===== config.mk =====
export PLATFORM = sky130hd
export DESIGN_NAME = connector_thermal_supervisor
export DESIGN_NICKNAME = d
export VERILOG_FILES = /design/src/verilog/thsup_pkg.sv /design/src/verilog/connector_thermal_supervisor.sv
export VERILOG_INCLUDE_DIRS = /design/src /design/src/verilog
export SDC_FILE = /design/constraint.sdc
export NUM_CORES = 1
export LEC_CHECK = 0
export ABC_CLOCK_PERIOD_IN_PS = 4300
export BUFFER_PORTS_ARGS = -buffer_cell sky130_fd_sc_hd__buf_2
export CELL_PAD_IN_SITES_DETAIL_PLACEMENT = 1
export CELL_PAD_IN_SITES_GLOBAL_PLACEMENT = 2
export CORE_AREA = 2 2 122 213
export CTS_CLUSTER_DIAMETER = 40
export DETAILED_ROUTE_END_ITERATION = 10
export DIE_AREA = 0 0 124 215
export PLACE_DENSITY_LB_ADDON = 0.1
export SYNTH_ARGS = -nofsm -noshare
export SYNTH_HDL_FRONTEND = slang
export SYNTH_SLANG_ARGS = --single-unit

===== constraint.sdc =====
create_clock -name mclk_i -period 4.3 [get_ports mclk_i]
set_input_delay 0.43 -clock mclk_i [delete_from_list [all_inputs] [get_ports mclk_i]]
set_output_delay 0.43 -clock mclk_i [all_outputs]
set_load 0.05 [all_outputs]

===== src/verilog/thsup_consts.svh =====
// Constants for the connector thermal supervisor: offsets, fields, resets, timing
`ifndef THSUP_CONSTS_SVH
`define THSUP_CONSTS_SVH

// ----------------------------------------------------------------------------
// Register byte offsets
// ----------------------------------------------------------------------------
`define ADR_CTRL      8'h00
`define ADR_STATUS    8'h04
`define ADR_IRQ_STAT  8'h08
`define ADR_IRQ_MASK  8'h0c
`define ADR_MAX_CUR   8'h10
`define ADR_NOCOOL    8'h14
`define ADR_FILTER    8'h18
`define ADR_TEMPS     8'h1c
`define ADR_PLAUS     8'h20

// ----------------------------------------------------------------------------
// Fields and event bits
// ----------------------------------------------------------------------------
`define CTRL_SERVICE  0
`define EV_W          5
`define EV_OVT        0
`define EV_SENS       1
`define EV_COOL       2
`define EV_PLAUS      3
`define EV_LOCK       4
`define OVT_LOCK_CNT  2'h3

// ----------------------------------------------------------------------------
// Reset values and limits (temperatures in 0.1 degC steps)
// ----------------------------------------------------------------------------
`define OVT_LIMIT     12'h384
`define RST_MAX_CUR   16'h01f4
`define RST_NOCOOL    16'h0000
`define RST_FILTER    24'h000000
`define RST_PMIN      12'h000
`define RST_PMAX      12'h7d0

// ----------------------------------------------------------------------------
// Timing
// ----------------------------------------------------------------------------
`define SHDN_TIME_MS  9000
`define CLK_KHZ       25000
`define SHDN_CYCLES   (`SHDN_TIME_MS * `CLK_KHZ)

`endif


===== src/verilog/thsup_pkg.sv =====
// Types shared by the connector thermal supervisor
package thsup_pkg;

  typedef enum logic [1:0] {
    ST_IDLE,
    ST_CHECK,
    ST_CHARGE,
    ST_SHUT
  } sup_state_t;

  // One sample of both contact sensors
  typedef struct packed {
    logic [11:0] pos;
    logic [11:0] neg;
    logic        pos_ok;
    logic        neg_ok;
  } temp_samp_t;

endpackage


===== src/verilog/connector_thermal_supervisor.sv =====
// Thermal supervisor for the two d.c. contacts of the vehicle connector
//
// Our own choices: register access over Wishbone and the placing of the registers.
`timescale 1ns/1ps
`include "thsup_consts.svh"

module connector_thermal_supervisor #(
  parameter int unsigned DEADLINE = `SHDN_CYCLES,
  parameter int          CNT_W    = 28
) (
  input  wire logic                  mclk_i,
  input  wire logic                  rst_i,
  input  wire logic                  wb_cyc_i,
  input  wire logic                  wb_stb_i,
  input  wire logic                  wb_we_i,
  input  wire logic [7:0]            wb_adr_i,
  input  wire logic [3:0]            wb_sel_i,
  input  wire logic [31:0]           wb_dat_i,
  output logic      [31:0]           wb_dat_o,
  output logic                       wb_ack_o,
  input  thsup_pkg::temp_samp_t      temp_i,
  input  wire logic                  cool_fail_i,
  input  wire logic                  session_req_i,
  input  wire logic                  session_end_i,
  output logic                       session_on_o,
  output logic                       shutdown_req_o,
  output logic      [15:0]           current_limit_o,
  output logic                       limit_update_o,
  output logic                       lockout_o,
  output logic                       irq_o
);

  localparam logic [CNT_W-1:0] DL_M1 = CNT_W'(DEADLINE - 1);

  // --------------------------------------------------------------------------
  // Wishbone slave
  // --------------------------------------------------------------------------
  logic              ack_r;
  logic [31:0]       rdat_r;
  logic [31:0]       rdat_nxt;
  logic [31:0]       wm;
  logic [7:0]        word;
  logic              req;
  logic              wr;
  logic              sel_ctrl, sel_stat, sel_istat, sel_mask;
  logic              sel_maxc, sel_noc, sel_filt, sel_temps, sel_plaus;

  // Write commits on the edge where the master sees ack, as classic WB expects
  assign req   = wb_cyc_i & wb_stb_i;
  assign wr    = req & wb_we_i & ack_r;
  assign word  = {wb_adr_i[7:2], 2'h0};
  assign sel_ctrl  = (word == `ADR_CTRL);
  assign sel_stat  = (word == `ADR_STATUS);
  assign sel_istat = (word == `ADR_IRQ_STAT);
  assign sel_mask  = (word == `ADR_IRQ_MASK);
  assign sel_maxc  = (word == `ADR_MAX_CUR);
  assign sel_noc   = (word == `ADR_NOCOOL);
  assign sel_filt  = (word == `ADR_FILTER);
  assign sel_temps = (word == `ADR_TEMPS);
  assign sel_plaus = (word == `ADR_PLAUS);

  // Byte lane masks
  for (genvar b = 0; b < 4; b++) begin : g_be
    assign wm[8*b +: 8] = {8{wb_sel_i[b]}};
  end

  // --------------------------------------------------------------------------
  // Software registers
  // --------------------------------------------------------------------------
  logic [`EV_W-1:0]  mask_r;
  logic [`EV_W-1:0]  stat_r;
  logic [`EV_W-1:0]  ev;
  logic [15:0]       maxc_r;
  logic [15:0]       noc_r;
  logic [23:0]       filt_r;
  logic [11:0]       pmin_r;
  logic [11:0]       pmax_r;
  logic              svc;
  logic [`EV_W-1:0]  w1c;

  assign svc = wr & sel_ctrl & wm[`CTRL_SERVICE] & wb_dat_i[`CTRL_SERVICE];
  assign w1c = (wr & sel_istat) ? (wb_dat_i[`EV_W-1:0] & wm[`EV_W-1:0]) : '0;

  // Byte-lane writes of the configuration registers
  always_ff @(posedge mclk_i) begin
    if (rst_i) begin
      mask_r <= '0;
      maxc_r <= `RST_MAX_CUR;
      noc_r  <= `RST_NOCOOL;
      filt_r <= `RST_FILTER;
      pmin_r <= `RST_PMIN;
      pmax_r <= `RST_PMAX;
    end else if (wr) begin
      if (sel_mask)  mask_r <= (mask_r & ~wm[`EV_W-1:0]) | (wb_dat_i[`EV_W-1:0] & wm[`EV_W-1:0]);
      if (sel_maxc)  maxc_r <= (maxc_r & ~wm[15:0]) | (wb_dat_i[15:0] & wm[15:0]);
      if (sel_noc)   noc_r  <= (noc_r & ~wm[15:0]) | (wb_dat_i[15:0] & wm[15:0]);
      if (sel_filt)  filt_r <= (filt_r & ~wm[23:0]) | (wb_dat_i[23:0] & wm[23:0]);
      if (sel_plaus) begin
        pmin_r <= (pmin_r & ~wm[11:0]) | (wb_dat_i[11:0] & wm[11:0]);
        pmax_r <= (pmax_r & ~wm[27:16]) | (wb_dat_i[27:16] & wm[27:16]);
      end
    end
  end

  // Sticky events; a new event wins over a clear in the same cycle
  always_ff @(posedge mclk_i) begin
    if (rst_i) stat_r <= '0;
    else       stat_r <= (stat_r & ~w1c) | ev;
  end

  assign irq_o = |(stat_r & mask_r);

  // --------------------------------------------------------------------------
  // Per-contact evaluation
  // --------------------------------------------------------------------------
  logic [11:0] tv [2];
  logic [1:0]  okf;
  logic [1:0]  chan_ok;
  logic [1:0]  ovt;
  logic        ovt_any;
  logic        fault_any;

  assign tv[0] = temp_i.pos;
  assign tv[1] = temp_i.neg;
  assign okf   = {temp_i.neg_ok, temp_i.pos_ok};

  // Each contact has its own comparators; a hot pin is never averaged away.
  // A channel without signal carries no temperature, so it is a sensor fault
  // and never counts towards the overtemperature run.
  for (genvar k = 0; k < 2; k++) begin : g_chan
    assign chan_ok[k] = okf[k] & (tv[k] >= pmin_r) & (tv[k] <= pmax_r);
    assign ovt[k]     = okf[k] & (tv[k] > `OVT_LIMIT);
  end

  assign ovt_any   = |ovt;
  assign fault_any = ovt_any | ~(&chan_ok);

  // --------------------------------------------------------------------------
  // Session sequencer
  // --------------------------------------------------------------------------
  thsup_pkg::sup_state_t st_r, st_nxt;
  logic [CNT_W-1:0]  cnt_r, cnt_nxt;
  logic [1:0]        ovtc_r, ovtc_nxt;
  logic              plk_r, plk_nxt;
  logic              shd_r, shd_nxt;
  logic              upd_r, upd_nxt;
  logic [15:0]       lim_r, lim_nxt;
  logic              locked;
  logic              fire;

  assign locked = (ovtc_r == `OVT_LOCK_CNT) | plk_r;
  // Filter longer than the deadline is cut short by the deadline compare
  assign fire   = fault_any &
                  ((cnt_r == CNT_W'(filt_r)) | (cnt_r == DL_M1));

  always_comb begin
    st_nxt   = st_r;
    cnt_nxt  = '0;
    ovtc_nxt = ovtc_r;
    plk_nxt  = plk_r;
    shd_nxt  = shd_r;
    upd_nxt  = 1'b0;
    lim_nxt  = lim_r;
    ev       = '0;
    case (st_r)
      thsup_pkg::ST_IDLE: begin
        shd_nxt = 1'b0;
        if (session_req_i && !locked) st_nxt = thsup_pkg::ST_CHECK;
      end
      thsup_pkg::ST_CHECK: begin
        if (&chan_ok) begin
          st_nxt  = thsup_pkg::ST_CHARGE;
          lim_nxt = maxc_r;
        end else begin
          st_nxt            = thsup_pkg::ST_IDLE;
          plk_nxt           = 1'b1;
          lim_nxt           = noc_r;
          ev[`EV_PLAUS]     = 1'b1;
        end
      end
      thsup_pkg::ST_CHARGE: begin
        if (fault_any) cnt_nxt = cnt_r + 1'b1;
        if (fire) begin
          cnt_nxt = '0;
          st_nxt  = thsup_pkg::ST_SHUT;
          shd_nxt = 1'b1;
          if (ovt_any) begin
            ovtc_nxt      = ovtc_r + 2'h1;
            ev[`EV_OVT]   = 1'b1;
            ev[`EV_LOCK]  = (ovtc_r == `OVT_LOCK_CNT - 2'h1);
          end else begin
            ev[`EV_SENS]  = 1'b1;
          end
        end else if (cool_fail_i && noc_r == 16'h0000) begin
          st_nxt       = thsup_pkg::ST_SHUT;
          shd_nxt      = 1'b1;
          ev[`EV_COOL] = 1'b1;
        end else if (cool_fail_i && lim_r > noc_r) begin
          lim_nxt      = noc_r;
          upd_nxt      = 1'b1;
          ev[`EV_COOL] = 1'b1;
        end else if (session_end_i) begin
          st_nxt   = thsup_pkg::ST_IDLE;
          ovtc_nxt = 2'h0;
        end
      end
      thsup_pkg::ST_SHUT: begin
        if (session_end_i) st_nxt = thsup_pkg::ST_IDLE;
      end
      default: st_nxt = thsup_pkg::ST_IDLE;
    endcase
    // Service action lifts both lockouts
    if (svc) begin
      ovtc_nxt = 2'h0;
      plk_nxt  = 1'b0;
    end
  end

  always_ff @(posedge mclk_i) begin
    if (rst_i) begin
      st_r   <= thsup_pkg::ST_IDLE;
      cnt_r  <= '0;
      ovtc_r <= 2'h0;
      plk_r  <= 1'b0;
      shd_r  <= 1'b0;
      upd_r  <= 1'b0;
      lim_r  <= 16'h0000;
    end else begin
      st_r   <= st_nxt;
      cnt_r  <= cnt_nxt;
      ovtc_r <= ovtc_nxt;
      plk_r  <= plk_nxt;
      shd_r  <= shd_nxt;
      upd_r  <= upd_nxt;
      lim_r  <= lim_nxt;
    end
  end

  assign session_on_o    = (st_r == thsup_pkg::ST_CHARGE);
  assign shutdown_req_o  = shd_r;
  assign current_limit_o = lim_r;
  assign limit_update_o  = upd_r;
  assign lockout_o       = locked;

  // --------------------------------------------------------------------------
  // Read path
  // --------------------------------------------------------------------------
  // Unmapped offsets read zero and still acknowledge
  always_comb begin
    rdat_nxt = 32'h0000_0000;
    if (sel_stat)
      rdat_nxt = {26'h0, plk_r, ovtc_r == `OVT_LOCK_CNT, ovtc_r, 2'(st_r)};
    else if (sel_istat) rdat_nxt = {27'h0, stat_r};
    else if (sel_mask)  rdat_nxt = {27'h0, mask_r};
    else if (sel_maxc)  rdat_nxt = {16'h0, maxc_r};
    else if (sel_noc)   rdat_nxt = {16'h0, noc_r};
    else if (sel_filt)  rdat_nxt = {8'h0, filt_r};
    else if (sel_temps)
      rdat_nxt = {3'h0, temp_i.neg_ok, temp_i.neg, 3'h0, temp_i.pos_ok, temp_i.pos};
    else if (sel_plaus) rdat_nxt = {4'h0, pmax_r, 4'h0, pmin_r};
  end

  // One wait state: ack follows the request by one edge, then drops
  always_ff @(posedge mclk_i) begin
    if (rst_i) begin
      ack_r  <= 1'b0;
      rdat_r <= 32'h0000_0000;
    end else begin
      ack_r  <= req & ~ack_r;
      rdat_r <= rdat_nxt;
    end
  end

  assign wb_ack_o = ack_r;
  assign wb_dat_o = rdat_r;
endmodule // connector_thermal_supervisor


==> results.ini <==
[routing]
drc = 0
routedWlPerCell_um = 21.67
drtIter0Drc = 412
ant_nets = 0
drt-total-wl_mm = 32.88
num_vias = 8401
viasPerCell = 5.538
first_pass_iters = 5

[floorplan]
pin_count = 132
fp.dieW_um = 124
die_h_um = 215
die_area_um2 = 26660
rows = 77
start_util = 0.3721
coreArea_um2 = 25050

[placement]
gp_congestion = 0.8376
dp_cells = 1485
post-place-ws_ns = 0.7569
numPortBuffers = 122
hpwl_mm = 25.68

[cts]
cts_setup_buffers = 0
cts-hold-fix-buffers = 0
cts_max_level = 4
cts-root-buf = clkbuf_16
cts_tree = built
clock_latency_ns = 0.45
path_clk_slew_ns = 0.07
cts_resized = 0
clockBufferDepth = 2
cts-buffers-inserted = 17
cts.sinks = 171

[pwr]
power_density_nw_per_um2 = 344.7
peakVddDrop_mv = 0.2821
p_leak_nw = 4.610

[sta]
worst_pin_slew_ns = 1.049
timing.final.crit_share = 0.7889
fin_ws_ns = 0.9076
rsz0062_at_grt = false
skew_ns = 0.01053
period_needed_ns = 3.392
hold_ws_ns = 0.2077
maxSlewHeadroom = 0.2942
max_freq_mhz = 294.8
setup_violations = 0
finalHoldViolCount = 0
setup_tns_ns = 0
finalMaxSlewViolations = 0

[logic_synthesis]
syn_area_um2 = 9321
avgSynthCellArea_um2 = 8.615
synth-edff-count = 0
netlist_instances = 1082
synth_cell_type_count = 69
ys_warn_count = 0
ys_seq_area_frac = 0.3672
ys_seq_elements = 171
synth-main-ff-cell = dfxtp_1
synthArstFlopShare = 0

[cells_and_area]
instances_no_fill = 1517
final_cell_mix = dfxtp_1 (171), nor2_1 (135), buf_2 (121)
multi_input_area_um2 = 5494
num-fill-cells = 3059
final_nets = 1333
drive_gt1_frac = 0.1699
register_area_um2 = 3423
final_common_cell = dfxtp_1
syn_to_final_growth_pct = 16.46
n_antenna_cell = 0

[global_routing]
grt_use_total = 0.2546
grt_max_degree = 69
antenna_found_initial = 1
grt_pass1_wl_mm = 50.77
overflow = 0
grt_pass1_vias = 8683

[setup_path]
path_max_fanout = 16
cp_data_arrival_time_ns = 3.76
start_kind = register
criticalPathCategory = register to register
critPathCaptureType = register
worstPathRequired_ns = 4.67

[flow_run]
cap_viol_max_count = 0

[run_status]
status = complete, no violations

[worst_hold_path]
hold_path.class = primary input to register

[cells by family (layout without fill, tap and decap cells)]
kind of cell,after synthesis,count (layout),share of synthesized area
AOI/OAI and AO/OA,208,208,0.1549
xor gates and xnor gates,49,49,0.04604
adders and majority gates,67,67,0.08993
buffers and inverters,100,217,0.04537
DFF,171,171,0.3672
muxes,85,85,0.09409
other,1,3,0.0004023
and+or+nand+nor,401,401,0.2020
[cell type report]
type | count | share of cell area
clock inverter | 12 | 0.01694
sequential | 171 | 0.3154
tap | 316 | 0.03642
clock buffer | 20 | 0.04207
inverter | 49 | 0.01694
multi-input combinational | 813 | 0.5061
timing repair buffer | 136 | 0.06616
[power breakdown]
group	total (mW)	switching, mW	internal (mW)
Combinational	0.410	0.275	0.135
Sequential	1.61	0.0146	1.60
Clock	1.72	0.707	1.01
[through the flow]
step / area [µm²] / total power, mW / utilization
floorplan: 9329 / 1.902 / -
global placement: 10210 / 2.055 / 0.4078
detailed placement: 10210 / 2.061 / 0.4078
CTS: 10860 / 3.782 / 0.4334
global route: 10860 / 3.862 / 0.4334
finish: 10860 / 3.741 / 0.4334
[cell usage after synthesis, types with 6 or more instances]
library cell  count  area share
a211oi_1         11      0.0089
a211oi_2         11       0.015
a21oi_1          77       0.041
a222oi_1          9      0.0097
a22oi_1          14       0.011
and2_1            7      0.0047
clkbuf_1         37       0.015
dfxtp_1         171        0.37
ha_1             67       0.090
inv_1            49       0.020
mux2i_1          82       0.088
nand2_1         110       0.044
nand2b_1          7      0.0047
nand3_1          51       0.027
nand4_1          21       0.014
nor2_1          135       0.054
nor2b_1           9      0.0060
nor3_1           17      0.0091
nor4_1           10      0.0067
o21ai_0          31       0.017
o21ba_1           9      0.0097
o21ba_2           6      0.0064
xnor2_1          26       0.024
xor2_1           23       0.022
[critical path, stage by stage (launching register included)]
cell,delay (ns)
dfxtp_1,0.41
inv_1,0.09
ha_1,0.30
nand4_1,0.19
a211oi_1,0.33
a2111oi_1,0.11
o22ai_1,0.70
o211a_1,0.66
nor2_4,0.26
a211oi_1,0.25
[final timing paths]
check,startpoint,endpoint,slack (ns),cells past startpoint
setup / recovery,register,current_limit_o[4]$_SDFFE_PP0P_,0.91,9
hold / removal,wb_dat_i[25],register,0.21,3
setup reg to reg,register,current_limit_o[4]$_SDFFE_PP0P_,0.91,9
hold reg to reg,shutdown_req_o$_SDFFE_PP0P_,shutdown_req_o$_SDFFE_PP0P_,0.48,2
[layer usage]
| metal | up-vias | track usage | wire length [µm] |
|---|---|---|---|
| met5 | - | 0 | 12 |
| met1 | 4128 | 0.2948 | 13320 |
| met4 | 2 | 0.1090 | 1217 |
| met2 | 169 | 0.4522 | 17160 |
| met3 | 54 | 0.04140 | 1164 |
| li1 | 4048 | - | - |
Note: power is estimated with default switching activity, not from simulation.
